## src/common/ccr_regs.svh

```systemverilog
// register offsets, field positions and reset values of the code and config bank
`ifndef CCR_REGS_SVH
`define CCR_REGS_SVH

// register offsets
`define CCR_ADDR_CH2 8'h19
`define CCR_ADDR_CH0 8'h1B
`define CCR_ADDR_CH1 8'h1C
`define CCR_ADDR_CFG 8'h1F
`define CCR_ADDR_TRIG 8'h20

// reset values
`define CCR_CFG_RST 16'h0FFF
`define CCR_CODE_RST 12'h000

// channel code field, stored bits and the 10-bit code inside them
`define CCR_CODE_HI 15
`define CCR_CODE_LO 4
`define CCR_CODE_MSB 11
`define CCR_CODE_LSB 2

// shared configuration fields
`define CCR_LATCH_BIT 15
`define CCR_LOCK_BIT 14
`define CCR_FAULT_BIT 13
`define CCR_IREF_BIT 12
`define CCR_CH1_PWR_HI 11
`define CCR_CH1_PWR_LO 10
`define CCR_CH0_PWR_HI 8
`define CCR_CH0_PWR_LO 7
`define CCR_CH2_PWR_HI 2
`define CCR_CH2_PWR_LO 1
`define CCR_CH2_PWR_UP 2'h0

// unlock field of the trigger register
`define CCR_UNLOCK_HI 15
`define CCR_UNLOCK_LO 12
`define CCR_UNLOCK_CODE 4'h5

`endif

```

## src/common/ccr_pkg.sv

```systemverilog
// types shared by the code and config register bank
package ccr_pkg;

   // four-state power mode of channels 0 and 1
   typedef enum logic [1:0]
   {
      PWR_UP = 2'h0,
      PWR_DN_10K = 2'h1,
      PWR_DN_100K = 2'h2,
      PWR_DN_HIZ = 2'h3
   } ccr_pwr_t;

   // lock sequencer states, gray along open -> shut -> armed
   typedef enum logic [1:0]
   {
      LK_OPEN = 2'h0,
      LK_SHUT = 2'h1,
      LK_ARMED = 2'h3
   } ccr_lock_st_t;

   // one register access from the serial front end
   typedef struct packed
   {
      logic wr;
      logic rd;
      logic [7:0] addr;
      logic [15:0] wdata;
   } ccr_req_t;

   // decoded configuration handed to the converter
   typedef struct packed
   {
      logic latch_sel;
      logic lock;
      logic fault_sel;
      logic int_ref_en;
      ccr_pwr_t ch1_pwr;
      ccr_pwr_t ch0_pwr;
      logic [1:0] ch2_pwr;
      logic ch2_down;
   } ccr_cfg_t;

endpackage

```

## src/core/ccr_lock_ctrl.sv

```systemverilog
// lock, arm and unlock sequencer guarding register writes
`timescale 1ns/100ps
module ccr_lock_ctrl
(
   // clock and reset
   input wire logic clk,
   input wire logic rst,
   // write strobes, unlock match and the lock bit of the write data
   input wire logic wr_en,
   input wire logic trig_wr,
   input wire logic cfg_wr,
   input wire logic unlock_ok,
   input wire logic lock_val,
   // write permission and state
   output logic wr_ok,
   output logic locked
);

   ccr_pkg::ccr_lock_st_t state_r;
   ccr_pkg::ccr_lock_st_t state_nxt;

   // next state of the lock sequencer
   always_comb
   begin
      state_nxt = state_r;
      unique case (state_r)
         ccr_pkg::LK_OPEN:
         begin
            if (cfg_wr && lock_val)
               state_nxt = ccr_pkg::LK_SHUT;
         end
         ccr_pkg::LK_SHUT:
         begin
            if (trig_wr && unlock_ok)
               state_nxt = ccr_pkg::LK_ARMED;
         end
         ccr_pkg::LK_ARMED:
         begin
            if (cfg_wr && !lock_val)
               state_nxt = ccr_pkg::LK_OPEN;
            else if (trig_wr && unlock_ok)
               state_nxt = ccr_pkg::LK_ARMED;
            else if (wr_en)
               state_nxt = ccr_pkg::LK_SHUT;
         end
         default:
            state_nxt = ccr_pkg::LK_SHUT;
      endcase
   end

   // state register, open after reset
   always_ff @(posedge clk)
   begin
      if (rst)
         state_r <= ccr_pkg::LK_OPEN;
      else
         state_r <= state_nxt;
   end

   // writes pass while open, or the single clearing write once armed
   always_comb
   begin
      wr_ok = (state_r == ccr_pkg::LK_OPEN) ||
              (state_r == ccr_pkg::LK_ARMED && cfg_wr && !lock_val);
      locked = (state_r != ccr_pkg::LK_OPEN);
   end

endmodule // ccr_lock_ctrl

```

## src/core/ccr_cfg_regs.sv

```systemverilog
// channel code registers and shared configuration register of the converter
`timescale 1ns/100ps
`include "ccr_regs.svh"
// Summary of operation
// - code registers hold a left-aligned straight-binary code; low four bits ignored
// - config bit 15 picks latching or non-latching comparator output, resets 0
// - lock bit 14 set blocks every code and config register write except the clearing write once armed, trigger writes still pass; resets to 0
// - lock clears only by unlock code write followed by writing lock as 0
// - unlock field is trigger bits 15..12; pattern 0101 unlocks, others ignored
// - bit 13 selects fault-dump read at address 0x00 or 0x01, resets 0
// - bit 12 enables internal reference, resets 0; host sets it before gains
// - channel 1 power bits 11..10: up, 10k, 100k, high impedance; reset 3
// - channel 0 power bits 8..7 use the same four modes; reset 3
// - channel 2 power bits 2..1: 00 up, else 1.2k pull-down; reset 3
module ccr_cfg_regs
(
   // clock and reset
   input wire logic ref_clk,
   input wire logic rst,
   // register access port
   input wire ccr_pkg::ccr_req_t req,
   output logic [15:0] rd_data,
   output logic rd_valid,
   output logic wr_refused,
   // converter controls
   output logic [2:0][9:0] chan_code,
   output ccr_pkg::ccr_cfg_t cfg
);

   localparam logic [7:0] CODE_ADDR [3] = '{`CCR_ADDR_CH0, `CCR_ADDR_CH1, `CCR_ADDR_CH2};

   logic [15:0] cfg_r;
   logic [11:0] code_r [3];
   logic [15:0] rd_data_r;
   logic [15:0] rd_data_nxt;
   logic rd_valid_r;
   logic wr_refused_r;
   logic ch2_down_r;
   logic trig_hit;
   logic cfg_hit;
   logic map_hit;
   logic wr_ok;
   logic locked;
   logic unlock_ok;
   logic cfg_take;

   // address compare shared by write and read decoding
   function automatic logic hit(input logic [7:0] a, input logic [7:0] ref_a);
      hit = (a == ref_a);
   endfunction

   // write strobe decode
   always_comb
   begin
      trig_hit = req.wr && hit(req.addr, `CCR_ADDR_TRIG);
      cfg_hit = req.wr && hit(req.addr, `CCR_ADDR_CFG);
      map_hit = hit(req.addr, `CCR_ADDR_CFG) || hit(req.addr, CODE_ADDR[0]) ||
                hit(req.addr, CODE_ADDR[1]) || hit(req.addr, CODE_ADDR[2]);
      unlock_ok = (req.wdata[`CCR_UNLOCK_HI:`CCR_UNLOCK_LO] == `CCR_UNLOCK_CODE);
      cfg_take = cfg_hit && wr_ok;
   end

   // lock sequencer
   ccr_lock_ctrl u_lock
   (
      .clk(ref_clk),
      .rst(rst),
      .wr_en(req.wr),
      .trig_wr(trig_hit),
      .cfg_wr(cfg_hit),
      .unlock_ok(unlock_ok),
      .lock_val(req.wdata[`CCR_LOCK_BIT]),
      .wr_ok(wr_ok),
      .locked(locked)
   );

   // shared configuration word, whole word taken on a permitted write
   always_ff @(posedge ref_clk)
   begin
      if (rst)
         cfg_r <= `CCR_CFG_RST;
      else if (cfg_take)
         cfg_r <= req.wdata;
   end

   // channel 2 power-down flag kept as its own flop
   always_ff @(posedge ref_clk)
   begin
      if (rst)
         ch2_down_r <= 1'b1;
      else if (cfg_take)
         ch2_down_r <= (req.wdata[`CCR_CH2_PWR_HI:`CCR_CH2_PWR_LO] != `CCR_CH2_PWR_UP);
   end

   // one code register per channel, low nibble dropped
   genvar gi;
   generate
      for (gi = 0; gi < 3; gi++)
      begin : g_code
         always_ff @(posedge ref_clk)
         begin
            if (rst)
               code_r[gi] <= `CCR_CODE_RST;
            else if (req.wr && hit(req.addr, CODE_ADDR[gi]) && wr_ok)
               code_r[gi] <= req.wdata[`CCR_CODE_HI:`CCR_CODE_LO];
         end
         assign chan_code[gi] = code_r[gi][`CCR_CODE_MSB:`CCR_CODE_LSB];

      end
   endgenerate

   // read data select, unmapped and trigger addresses read zero
   always_comb
   begin
      rd_data_nxt = 16'h0000;
      if (hit(req.addr, `CCR_ADDR_CFG))
         rd_data_nxt = cfg_r;
      else if (hit(req.addr, CODE_ADDR[0]))
         rd_data_nxt = {code_r[0], 4'h0};
      else if (hit(req.addr, CODE_ADDR[1]))
         rd_data_nxt = {code_r[1], 4'h0};
      else if (hit(req.addr, CODE_ADDR[2]))
         rd_data_nxt = {code_r[2], 4'h0};
   end

   // read answer one cycle after the request
   always_ff @(posedge ref_clk)
   begin
      if (rst)
      begin
         rd_data_r <= 16'h0000;
         rd_valid_r <= 1'b0;
      end
      else
      begin
         rd_valid_r <= req.rd;
         if (req.rd)
            rd_data_r <= rd_data_nxt;
      end
   end

   // flags a write that the lock or the decode threw away
   always_ff @(posedge ref_clk)
   begin
      if (rst)
         wr_refused_r <= 1'b0;
      else
         wr_refused_r <= req.wr && !trig_hit && (!wr_ok || !map_hit);
   end

   // outputs straight from the register flops
   assign rd_data = rd_data_r;
   assign rd_valid = rd_valid_r;
   assign wr_refused = wr_refused_r;
   assign cfg.latch_sel = cfg_r[`CCR_LATCH_BIT];
   assign cfg.lock = cfg_r[`CCR_LOCK_BIT];
   assign cfg.fault_sel = cfg_r[`CCR_FAULT_BIT];
   assign cfg.int_ref_en = cfg_r[`CCR_IREF_BIT];
   assign cfg.ch1_pwr = ccr_pkg::ccr_pwr_t'(cfg_r[`CCR_CH1_PWR_HI:`CCR_CH1_PWR_LO]);
   assign cfg.ch0_pwr = ccr_pkg::ccr_pwr_t'(cfg_r[`CCR_CH0_PWR_HI:`CCR_CH0_PWR_LO]);
   assign cfg.ch2_pwr = cfg_r[`CCR_CH2_PWR_HI:`CCR_CH2_PWR_LO];
   assign cfg.ch2_down = ch2_down_r;
endmodule // ccr_cfg_regs

```

## config.mk

```make
export PLATFORM = sky130hd
export DESIGN_NAME = ccr_cfg_regs
export DESIGN_NICKNAME = d
export VERILOG_FILES = /design/src/common/ccr_pkg.sv /design/src/core/ccr_lock_ctrl.sv /design/src/core/ccr_cfg_regs.sv
export VERILOG_INCLUDE_DIRS = /design/src /design/src/common
export SDC_FILE = /design/constraint.sdc
export NUM_CORES = 1
export LEC_CHECK = 0
export BUFFER_PORTS_ARGS = -buffer_cell sky130_fd_sc_hd__buf_4
export CAP_MARGIN = 15
export CORE_AREA = 5 5 96 98
export CTS_CLUSTER_SIZE = 28
export DETAILED_ROUTE_END_ITERATION = 12
export DIE_AREA = 0 0 101 103
export PLACE_DENSITY_LB_ADDON = 0.25
export SETUP_SLACK_MARGIN = 0.05
export SYNTH_ARGS = -nofsm -noshare
export SYNTH_HDL_FRONTEND = slang
export SYNTH_SLANG_ARGS = --single-unit
```

## constraint.sdc

```tcl
create_clock -name ref_clk -period 3.3 [get_ports ref_clk]
set_clock_uncertainty 0.1 [all_clocks]
set_input_delay 0.495 -clock ref_clk [delete_from_list [all_inputs] [get_ports ref_clk]]
set_output_delay 0.495 -clock ref_clk [all_outputs]
set_load 0.01 [all_outputs]
```

Word-level counts from Yosys, hierarchy flattened
Memory sizes are Yosys's and may differ from the RTL's.
Index checks and enable logic that the tools add are counted.
{"block": "totals", "out_inout_bits": 59, "memories": 1, "mem_bits_rw": 36, "in_bits": 28, "regBits": 37}
{"block": "op_classes", "n_reduce_logical": 28, "n_eq_ne": 11, "bitwise": 3, "mux": 24}
{"name": "code_r", "depth": 3, "word_bits": 12, "read_ports": 3, "rd_clocked_by_memory_dff": 0, "wr": 3, "line": "ccr_cfg_regs.sv:33", "text": "logic [11:0] code_r [3];"}
{"operator": "16-bit two-way mux", "n": 4}
{"operator": "12-bit two-way mux", "n": 3}
{"operator": "8-bit by 5-bit == test with 1-bit output (second input constant)", "n": 4}
{"operator": "1-bit logical AND", "n": 16}
{"operator": "1-bit two-way mux", "n": 11}
{"operator": "2-bit two-way mux", "n": 5}
{"operator": "8-bit by 6-bit == test with 1-bit output (second input constant)", "n": 1}
{"operator": "2-bit case mux with 3 select lines", "n": 1}
{"operator": "1-bit logical OR", "n": 5}
{"operator": "4-bit by 3-bit == test with 1-bit output (second input constant)", "n": 1}
{"operator": "1-bit logical NOT", "n": 4}
{"operator": "2-bit by 1-bit != test with 1-bit output (second input constant)", "n": 2}
{"operator": "4-bit by 2-bit != test with 1-bit output (second input constant)", "n": 1}
{"operator": "1-bit bitwise OR", "n": 3}
{"operator": "3-bit AND reduction", "n": 1}
{"operator": "2-bit by 1-bit == test with 1-bit output (second input constant)", "n": 1}
{"operator": "2-bit == test (second input constant)", "n": 1}
{"operator": "2-bit logical NOT", "n": 1}
{"operator": "2-bit nonzero test", "n": 1}

Longest topological paths before layout
Gate-level depths: netlist of the first run.
{"block": "logic_depth", "depth_word": 10, "mapped_depth": 9}

Hierarchy
A second synthesis of the first run with hierarchy kept.
{"block": "hier_totals", "hier_cells": 347, "hier_area_um2": 3463.3}
{"module": "ccr_cfg_regs", "instances": 1, "cells_per_inst": 336, "area_per_inst_um2": 3350.7}
{"module": "ccr_lock_ctrl", "instances": 1, "cells_per_inst": 11, "area_per_inst_um2": 112.6}

Least setup slack after synthesis of the first run
Ideal clock, no wire load.
{"block": "synth_timing", "path_kind": "in2reg", "startpoint": "input port req[16] (netlist name)", "endpoint": "memory code_r[1][0], enable pin", "path_stages": 5, "arrival_time_ns": 1.619, "path_slack_ns": 1.222, "required_time_ns": 2.841, "cell_sequence": "buf_6 -> nor2_1 -> clkbuf_1 -> nand4_1 -> nand2b_1"}
{"element": "from (decl)", "line": "ccr_cfg_regs.sv:21", "text": "input wire ccr_pkg::ccr_req_t req,"}
{"element": "to (decl)", "line": "ccr_cfg_regs.sv:33"}

==> results of run 1 <==
-- cells in the mapped netlist (all sizes together) --
library cell	instances
a21o	12
a21oi	5
a221oi	1
a22o	12
a22oi	12
a31o	1
a31oi	3
and2	3
and3	3
and4	1
and4b	1
buf	48
clkbuf	19
dfxtp	37
edfxtp	36
inv	2
mux2i	16
nand2	13
nand2b	22
nand3	6
nand3b	1
nand4	3
nand4b	1
nor2	66
nor2b	3
nor3	2
nor3b	1
nor4b	3
nor4bb	1
o21ai	25
or3	1
xnor2	1
-- sequential cells by signal (all words and copies together) (netlist names) --
name and cells:
cfg_r 16, u_lock.state_r 2, code_r 36, rd_data 16, wr_refused 1, ch2_down_r 1, rd_valid 1
-- metrics by stage --
stage	area (sq um)	worst slack, ps	power [mW]	hold slack, ps	util, %
2_1_floorplan	3570	1220	1.10	359	-
3_3_place_gp	3940	947	1.16	340	47.0
3_5_place_dp	3940	857	1.16	346	47.0
4_1_cts	4140	1220	1.86	297	49.4
5_1_grt	4140	1100	1.92	297	49.4
6_report	4140	1220	1.85	305	49.4
-- area by class of cell --
type                       instances  area, sq um
multi-input combinational        219         1290
clock inverter                     3         17.5
tap                              108          135
timing repair buffer              91          683
clock buffer                      12          188
sequential                        73         1820
inverter                           2         7.51
fill                             799         4240
-- power breakdown --
group,switching (mW),leakage [nW],internal (mW),total (mW)
combinational,0.0911,0.883,0.0713,0.162
sequential,0.0105,0.672,0.965,0.975
clock,0.331,0.109,0.381,0.712
total,0.433,1.66,1.42,1.85
-- path summary, 6_finish.rpt --
path / start / end / slack, ps / cells past startpoint
max: req[21] / code_r[0][6] / 1220 / 6
min: req[0] / cfg_r[0] / 300 / 3
max reg2reg: u_lock.state_r[1] / code_r[0][6] / 1280 / 5
min reg2reg: rd_data[8] / rd_data[8] / 360 / 2
-- worst max-delay path, cell delays in order --
cell and delay, ps:
buf_4 120, nor4b_2 340, and2_1 240, nand4b_1 110
buf_4 200, nand2b_1 450
-- kinds of logic (layout without fill, tap and decap cells) --
family / after synthesis / count (layout) / synth area share, %
flops: 73 / 73 / 51.0
mux: 16 / 16 / 4.48
xor+xnor: 1 / 1 / 0.245
simple gates: 131 / 131 / 18.2
buf+inv: 69 / 108 / 12.9
compound gates: 71 / 71 / 13.2
-- layer usage --
layer	track usage [%]	routed length, um
met3	4.40	727
met1	20.9	3560
met2	26.8	4150
met5	0	0
met4	5.83	119
==> key figures, run 1 <==
CTS
  • Clock buffer depth: 2
  • Post-CTS Setup Bufs: 0
  • CTS tree: done
  • Clock latency at the later pin of the worst-skew pair: between 300 and 400 ps
  • Worst-path clk slew: 80 ps
  • Cts bufs inserted: 9
  • Post-cts resize count: 0
  • Root buffer cell: clkbuf_8
  • CTS sink cnt: 73
  • # H-tree levels: 3
  • Hold buffer count at cts: 0

Floorplan
  • # rows: 34
  • Initial Util: 42.6%
  • Die Y-Extent: 103 um
  • Die footprint: 0.0104 sq mm
  • IO Pins: 87
  • Die W: 101 um
  • Core Box Area: 0.00838 sq mm

GRT
  • Overall routing resource usage: 16.4%
  • Largest net degree at the start of global routing: between 50 and 60
  • First-pass GRT wire length: 12900 um
  • Gr ovfl total: 0
  • Vias in the first global route: 2462
  • Initial antenna violation count: 0

STA
  • Period minus WS final: about 2100 ps
  • Hold Violations, Final: 0
  • Slew margin rel.: 44.5%
  • Final period util: 62.9%
  • Fmax: a little under 0.5 GHz
  • Max Slew Vio Count: 0
  • RSZ-0062 raised after global routing: false
  • Worst-Margin Slew: about 830 ps
  • Setup TNS: 0 ps
  • Final setup violating endpoints: 0

Route
  • Drt first pass iters: 4
  • DR iter-0 viols: 149
  • DR DRC count: 0
  • Per-cell routed wire length: 16.9 um
  • WL final: 8560 um
  • Drt via density: ~5.2
  • Post-DRT Antenna Nets: 0
  • Routed vias: 2630

Logic synthesis
  • Post-synthesis sequential area ratio: between 50% and 60%
  • Post-synthesis sequential element count: 73
  • Mapped Cells: 361
  • Yosys warnings: 0
  • Syn Nets: 389
  • Synth unique cells: 39
  • Synthesized area per cell: 9.90 sq um
  • Post-Synthesis Cell Area: 0.00357 sq mm
  • Largest area contributor in the netlist: edfxtp_1
  • Ranking of synthesized cells by area: edfxtp_1, dfxtp_1, buf_4
  • Synth top area share: about 30%

Worst setup path
  • Arr. time, crit path: 1950 ps
  • Worst Path Max Fanout: 13
  • Worst Path Required: 3180 ps
  • CP Launch Type: input port
  • Crit path kind: input port to register
  • Setup crit end kind: register

Placed design
  • Global placement routability congestion: 0.829
  • Placed cell count: around 490
  • # port buffers: 86
  • Dpl hpwl: 6440 um

Hold path
  • Class of the worst hold path: input port to register

Finish
  • Synthesis-to-layout area growth: 16.0%
  • Layout cells sized above 1: roughly 28%
  • Final nets: 424
  • Most common cell after layout, fill and taps aside: buf_4
  • Leading cell types in the layout, fill and taps excluded: buf_4, nor2_1, dfxtp_1, edfxtp_1, o21ai_0
  • Antenna diodes: 0
  • Non-Filler Instances: 508

Power and ir drop
  • Max VDD drop: approximately 190 uV
  • Leakage power: 1.66 nW
  • Pwr Density: about 450 mW/mm^2

Flow run
  • Max-cap violations: 0

Outcome
  • Outcome: finished, final reports clean
No activity file was read; power rests on OpenSTA's default activity.
==> inputs of run 2 (changes only) <==
Clock period 3.3 ns to 1.8 ns, I/O delays scaled along.
==> key figures, run 2 (synthesis gave the netlist of run 1 again) <==
CTS
  • Worst-path clk slew: 80 ps (about the same)
  • Cts bufs inserted: 9 (unchanged)
  • CTS sink cnt: 73 (unchanged)
  • Hold buffer count at cts: 0 (unchanged)
  • Clock buffer depth: 2 (unchanged)
  • CTS tree: done (unchanged)
  • Clock latency at the later pin of the worst-skew pair: 340 ps (about the same)
  • Post-cts resize count: 0 (unchanged)
  • # H-tree levels: 3 (unchanged)
  • Root buffer cell: clkbuf_8 (unchanged)
  • Post-CTS Setup Bufs: 0 (unchanged)

Finish
  • Synthesis-to-layout area growth: 19.0% (was 16.0%)
  • Leading cell types in the layout, fill and taps excluded: buf_4, nor2_1, dfxtp_1, edfxtp_1, o21ai_0 (unchanged)
  • Final Util: 50.7% (was 49.4%)
  • Final nets: 436 (was 424)
  • Post-Layout Inst Area: 0.00425 sq mm (was 0.00414 sq mm)
  • Layout cells sized above 1: 30.0% (was 27.8%)
  • Most flop-heavy register: code_r (unchanged)
  • Most common cell after layout, fill and taps aside: buf_4 (unchanged)
  • Non-Filler Instances: 521 (was 508)
  • Antenna diodes: 0 (unchanged)
  • Max FFs per register: 36 (unchanged)

Floorplan
  • Die Y-Extent: 103 um (unchanged)
  • Die footprint: 0.0104 sq mm (unchanged)
  • Initial Util: 42.6% (unchanged)
  • # rows: 34 (unchanged)
  • IO Pins: 87 (unchanged)
  • Die W: 101 um (unchanged)
  • Core Box Area: 0.00838 sq mm (unchanged)

STA
  • Final period util: between 80% and 90%
  • Worst setup margin: 241 ps (was 1220 ps)
  • Setup TNS: 0 ps (unchanged)
  • Max Slew Vio Count: 0 (unchanged)
  • Fmax: 0.641 GHz
  • RSZ-0062 raised after global routing: false (unchanged)
  • Final setup violating endpoints: 0 (unchanged)
  • Hold Violations, Final: 0 (unchanged)
  • Minimum hold slack: 86.0 ps (was 305 ps)
  • Worst-Margin Slew: 872 ps (was 829 ps)
  • Slew margin rel.: 41.7% (was 44.5%)
  • Period minus WS final: 1560 ps

Route
  • Drt first pass iters: 4 (unchanged)
  • Per-cell routed wire length: 16.8 um (was 16.9 um)
  • Post-DRT Antenna Nets: 0 (unchanged)
  • DR iter-0 viols: 156 (was 149)
  • Routed vias: 2622 (was 2630)
  • WL final: 8750 um (was 8560 um)
  • DR DRC count: 0 (unchanged)
  • Drt via density: 5.03 (was 5.18)

Placed design
  • Placed cell area: 0.00405 sq mm (was 0.00394 sq mm)
  • Placed cell count: 505 (was 493)
  • Global placement routability congestion: 0.800 (was 0.829)
  • Dpl hpwl: 6660 um (was 6440 um)
  • Place WS: -56.2 ps (was 857 ps)
  • # port buffers: 86 (unchanged)

Worst setup path
  • Worst Path Required: 1710 ps (was 3180 ps)
  • Slowest CP cell: dfxtp_1 (was nand2b_1)
  • Largest stage delay on the critical path: 360 ps (was 450 ps)
  • Crit path kind: register to register (was input port to register)
  • Arr. time, crit path: 1470 ps (was 1950 ps)
  • Worst Path Max Fanout: 12 (was 13)
  • Worst-path cell chain: nor2_1 -> and2_1 -> nand4_1 -> nand2b_2 (was buf_4 -> nor4b_2 -> and2_1 -> nand4b_1 -> buf_4 -> nand2b_1)
  • Setup crit end kind: register (unchanged)
  • CP Launch Type: register (was input port)

GRT
  • Gr ovfl total: 0 (unchanged)
  • First-pass GRT wire length: 13600 um (was 12900 um)
  • Largest net degree at the start of global routing: 36 (was 55)
  • Initial antenna violation count: 0 (unchanged)
  • Overall routing resource usage: 17.3% (was 16.4%)
  • Vias in the first global route: 2638 (was 2462)

Hold path
  • Class of the worst hold path: input port to register (unchanged)

Power and ir drop
  • Pwr Density: 806 mW/mm^2 (was 446 mW/mm^2)
  • Total Power: 3.43 mW (was 1.85 mW)
  • Max VDD drop: 349 uV (was 189 uV)
  • Leakage power: 1.72 nW (was 1.66 nW)

Outcome
  • Outcome: finished, final reports clean (unchanged)

Flow run
  • Max-cap violations: 0 (unchanged)
run 2: cell types whose count changed in the layout (fill, tap and decap cells not counted), sizes merged:
cell	before	now
inv	4	3
bufinv	0	1
clkinv	1	2
buf	91	103
run 2: worst max-delay path: cells and delay by family (launching register included):
| kind | cells | cell delay, ps |
|---|---|---|
| flip-flops | 1 | 360 |
| AND/OR/NAND/NOR | 4 | 770 |
run 2: area by class of cell:
type | count | area, sq um
Multi-Input combinational cell | 219 | 1300
Fill cell | 787 | 4130
Tap cell | 108 | 135
Timing Repair Buffer | 103 | 786
Clock inverter | 4 | 50.0
Clock buffer | 12 | 156
Sequential cell | 73 | 1820
Inverter | 2 | 7.51
run 2: power by group:
group	switching, mW	internal (mW)	leakage (nW)
logic	0.171	0.144	0.945
registers	0.0178	1.77	0.672
clock network	0.599	0.727	0.106
run 2: worst paths after layout:
| check | slack, ps | cells past startpoint | end | startpoint |
|---|---|---|---|---|
| hold / removal | 90 | 3 | cfg_r[3] | req[3] |
| setup reg to reg | 240 | 4 | code_r[1][7] | u_lock.state_r[1] |
| setup / recovery | 240 | 4 | code_r[1][7] | u_lock.state_r[1] |
| hold reg to reg | 360 | 2 | rd_data[10] | rd_data[10] |
run 2: layer usage:
layer / vias up / GRT usage (%) / routed length (um)
met5: - / 0 / 0
met2: 84 / 28.7 / 4180
met1: 1221 / 21.9 / 3860
met3: 12 / 3.92 / 557
li1: 1305 / - / -
met4: 0 / 7.16 / 155
==> inputs of run 3 (changes only) <==
Settings changed: BUFFER_PORTS_ARGS -buffer_cell sky130_fd_sc_hd__buf_4 to unset, CORE_AREA 5 5 96 98 to 5 5 101 103, DIE_AREA 0 0 101 103 to 0 0 106 108, DONT_BUFFER_PORTS set to 1.
==> key figures, run 3 (synthesis gave the netlist of run 1 again) <==
Outcome
  • Outcome: finished, final reports clean (unchanged)

Floorplan
  • Initial Util: 39.2% (was 42.6%)
  • Die footprint: 0.0114 sq mm (was 0.0104 sq mm)
  • IO Pins: 87 (unchanged)
  • Core Box Area: 0.00911 sq mm (was 0.00838 sq mm)
  • # rows: 35 (was 34)
  • Die Y-Extent: 108 um (was 103 um)
  • Die W: 106 um (was 101 um)

Finish
  • Fill count: 893 (was 787)
  • Final nets: 365 (was 436)
  • Post-Layout Inst Area: 0.00381 sq mm (was 0.00425 sq mm)
  • Max FFs per register: 36 (unchanged)
  • Antenna diodes: 0 (unchanged)
  • Layout cells sized above 1: 10.2% (was 30.0%)
  • Final Util: 41.8% (was 50.7%)
  • Most flop-heavy register: code_r (unchanged)
  • Leading cell types in the layout, fill and taps excluded: nor2_1, edfxtp_1, dfxtp_1, o21ai_0, dlygate4sd3_1 (was buf_4, nor2_1, dfxtp_1, edfxtp_1, o21ai_0)
  • Most common cell after layout, fill and taps aside: nor2_1 (was buf_4)
  • Synthesis-to-layout area growth: 6.55% (was 19.0%)

Worst setup path
  • Worst Path Required: 1940 ps (was 1710 ps)
  • Worst reg2reg setup slack: 180 ps (was 240 ps)
  • Worst reg2reg path startpoint: cfg_r[14] (was u_lock.state_r[1])
  • R2r worst-path depth: 4 (unchanged)
  • Arr. time, crit path: 1790 ps (was 1470 ps)
  • Setup crit end kind: register (unchanged)
  • Worst Path Max Fanout: 9 (was 12)
  • Crit path kind: input port to register (was register to register)
  • FF-to-FF End: cfg_r[14] (was code_r[1][7])
  • CP Launch Type: input port (was register)

GRT
  • First-pass GRT wire length: 13800 um (was 13600 um)
  • Gr ovfl total: 0 (unchanged)
  • Initial antenna violation count: 0 (unchanged)
  • Overall routing resource usage: 15.9% (was 17.3%)
  • Vias in the first global route: 2385 (was 2638)
  • Largest net degree at the start of global routing: 32 (was 36)

STA
  • Setup TNS: 0 ps (unchanged)
  • Max Slew Vio Count: 0 (unchanged)
  • Worst-Margin Slew: 946 ps (was 872 ps)
  • Slew margin rel.: 36.7% (was 41.7%)
  • Final setup violating endpoints: 0 (unchanged)
  • Hold Violations, Final: 0 (unchanged)
  • Worst setup margin: 146 ps (was 241 ps)
  • RSZ-0062 raised after global routing: false (unchanged)
  • Period minus WS final: 1650 ps (was 1560 ps)
  • Final period util: 91.9% (was 86.6%)
  • Fmax: 0.604 GHz (was 0.641 GHz)

Power and ir drop
  • Pwr Density: 900 mW/mm^2 (was 806 mW/mm^2)
  • Leakage power: 1.38 nW (was 1.72 nW)
  • Max VDD drop: 303 uV (was 349 uV)
  • Total Power: 3.43 mW (about the same)

Hold path
  • Worst hold start: req[10] (was req[3])
  • Class of the worst hold path: input port to register (unchanged)
  • WHS Path Cells: 2 (was 3)
  • Hold Path End: cfg_r[10] (was cfg_r[3])

CTS
  • Post-CTS Setup Bufs: 0 (unchanged)
  • # H-tree levels: 3 (unchanged)
  • Worst-path clk slew: 90 ps (was 80 ps)
  • Cts bufs inserted: 9 (unchanged)
  • CTS sink cnt: 73 (unchanged)
  • Clock buffer depth: 2 (unchanged)
  • Clock latency at the later pin of the worst-skew pair: 340 ps (about the same)
  • Root buffer cell: clkbuf_8 (unchanged)
  • CTS tree: done (unchanged)

Route
  • WL final: 8930 um (was 8750 um)
  • Routed vias: 2419 (was 2622)
  • DR DRC count: 0 (unchanged)
  • Post-DRT Antenna Nets: 0 (unchanged)
  • Drt first pass iters: 4 (unchanged)
  • Per-cell routed wire length: 19.7 um (was 16.8 um)
  • DR iter-0 viols: 173 (was 156)
  • Drt via density: 5.34 (was 5.03)

Placed design
  • Placed cell area: 0.00336 sq mm (was 0.00405 sq mm)
  • Global placement routability congestion: 0.756 (was 0.800)
  • # port buffers: 0 (was 86)
  • Place WS: 86.2 ps (was -56.2 ps)
  • Dpl hpwl: 6180 um (was 6660 um)

Flow run
  • Max-cap violations: 0 (unchanged)
run 3: final cells by class:
type / instances / area, sq um / area share [%]
clock buffers: 10 / 128 / 3.35
clock inverters: 6 / 92.6 / 2.43
inverters: 2 / 7.51 / 0.197
multi-input cells: 219 / 1310 / 34.3
flip-flops and latches: 73 / 1830 / 48.0
well taps: 111 / 139 / 3.65
repair buffers: 32 / 309 / 8.12
run 3: worst max path at each step:
stage | start | endpoint | depth (start not counted)
floorplan | req[21] | code_r[0][0] | 4
global placement | req[21] | cfg_r[8] | 5
detailed placement | req[21] | cfg_r[11] | 5
CTS | req[21] | cfg_r[14] | 7
global route | req[21] | cfg_r[14] | 7
finish | req[21] | cfg_r[14] | 7
run 3: per-stage QoR:
stage / std cells / hold slack [ps]
finish: 453 / 15.3
global route: 453 / 5.45
CTS: 453 / 0.136
detailed placement: 416 / 246
global placement: 416 / 246
floorplan: 361 / 337
run 3: worst max-delay path, stage by stage:
cell	delay, ps
nor4b_4	260
buf_4	150
and4_4	220
buf_6	130
a31o_2	150
a31oi_1	60
dlygate4sd3_1	550
run 3: power by group:
group          total, mW  switching, mW  internal, mW
clock network       1.43          0.641         0.786
logic              0.197          0.104        0.0935
registers           1.80         0.0351          1.77
total               3.43          0.780          2.65
run 3: timing repair:
item,in CTS,in global routing
hold buffers,21,0
gates resized for setup,0,5
endpoints found under the hold margin,22,0
endpoints found under the setup margin,0,5
run 3: metal layers:
layer	global-route usage, %	part of all wire, %	vias up
met5	0	0	-
met4	4.44	0.92	0
met3	7.04	13	4
met2	24.4	46	107
met1	20.4	40	1140
li1	-	-	1168
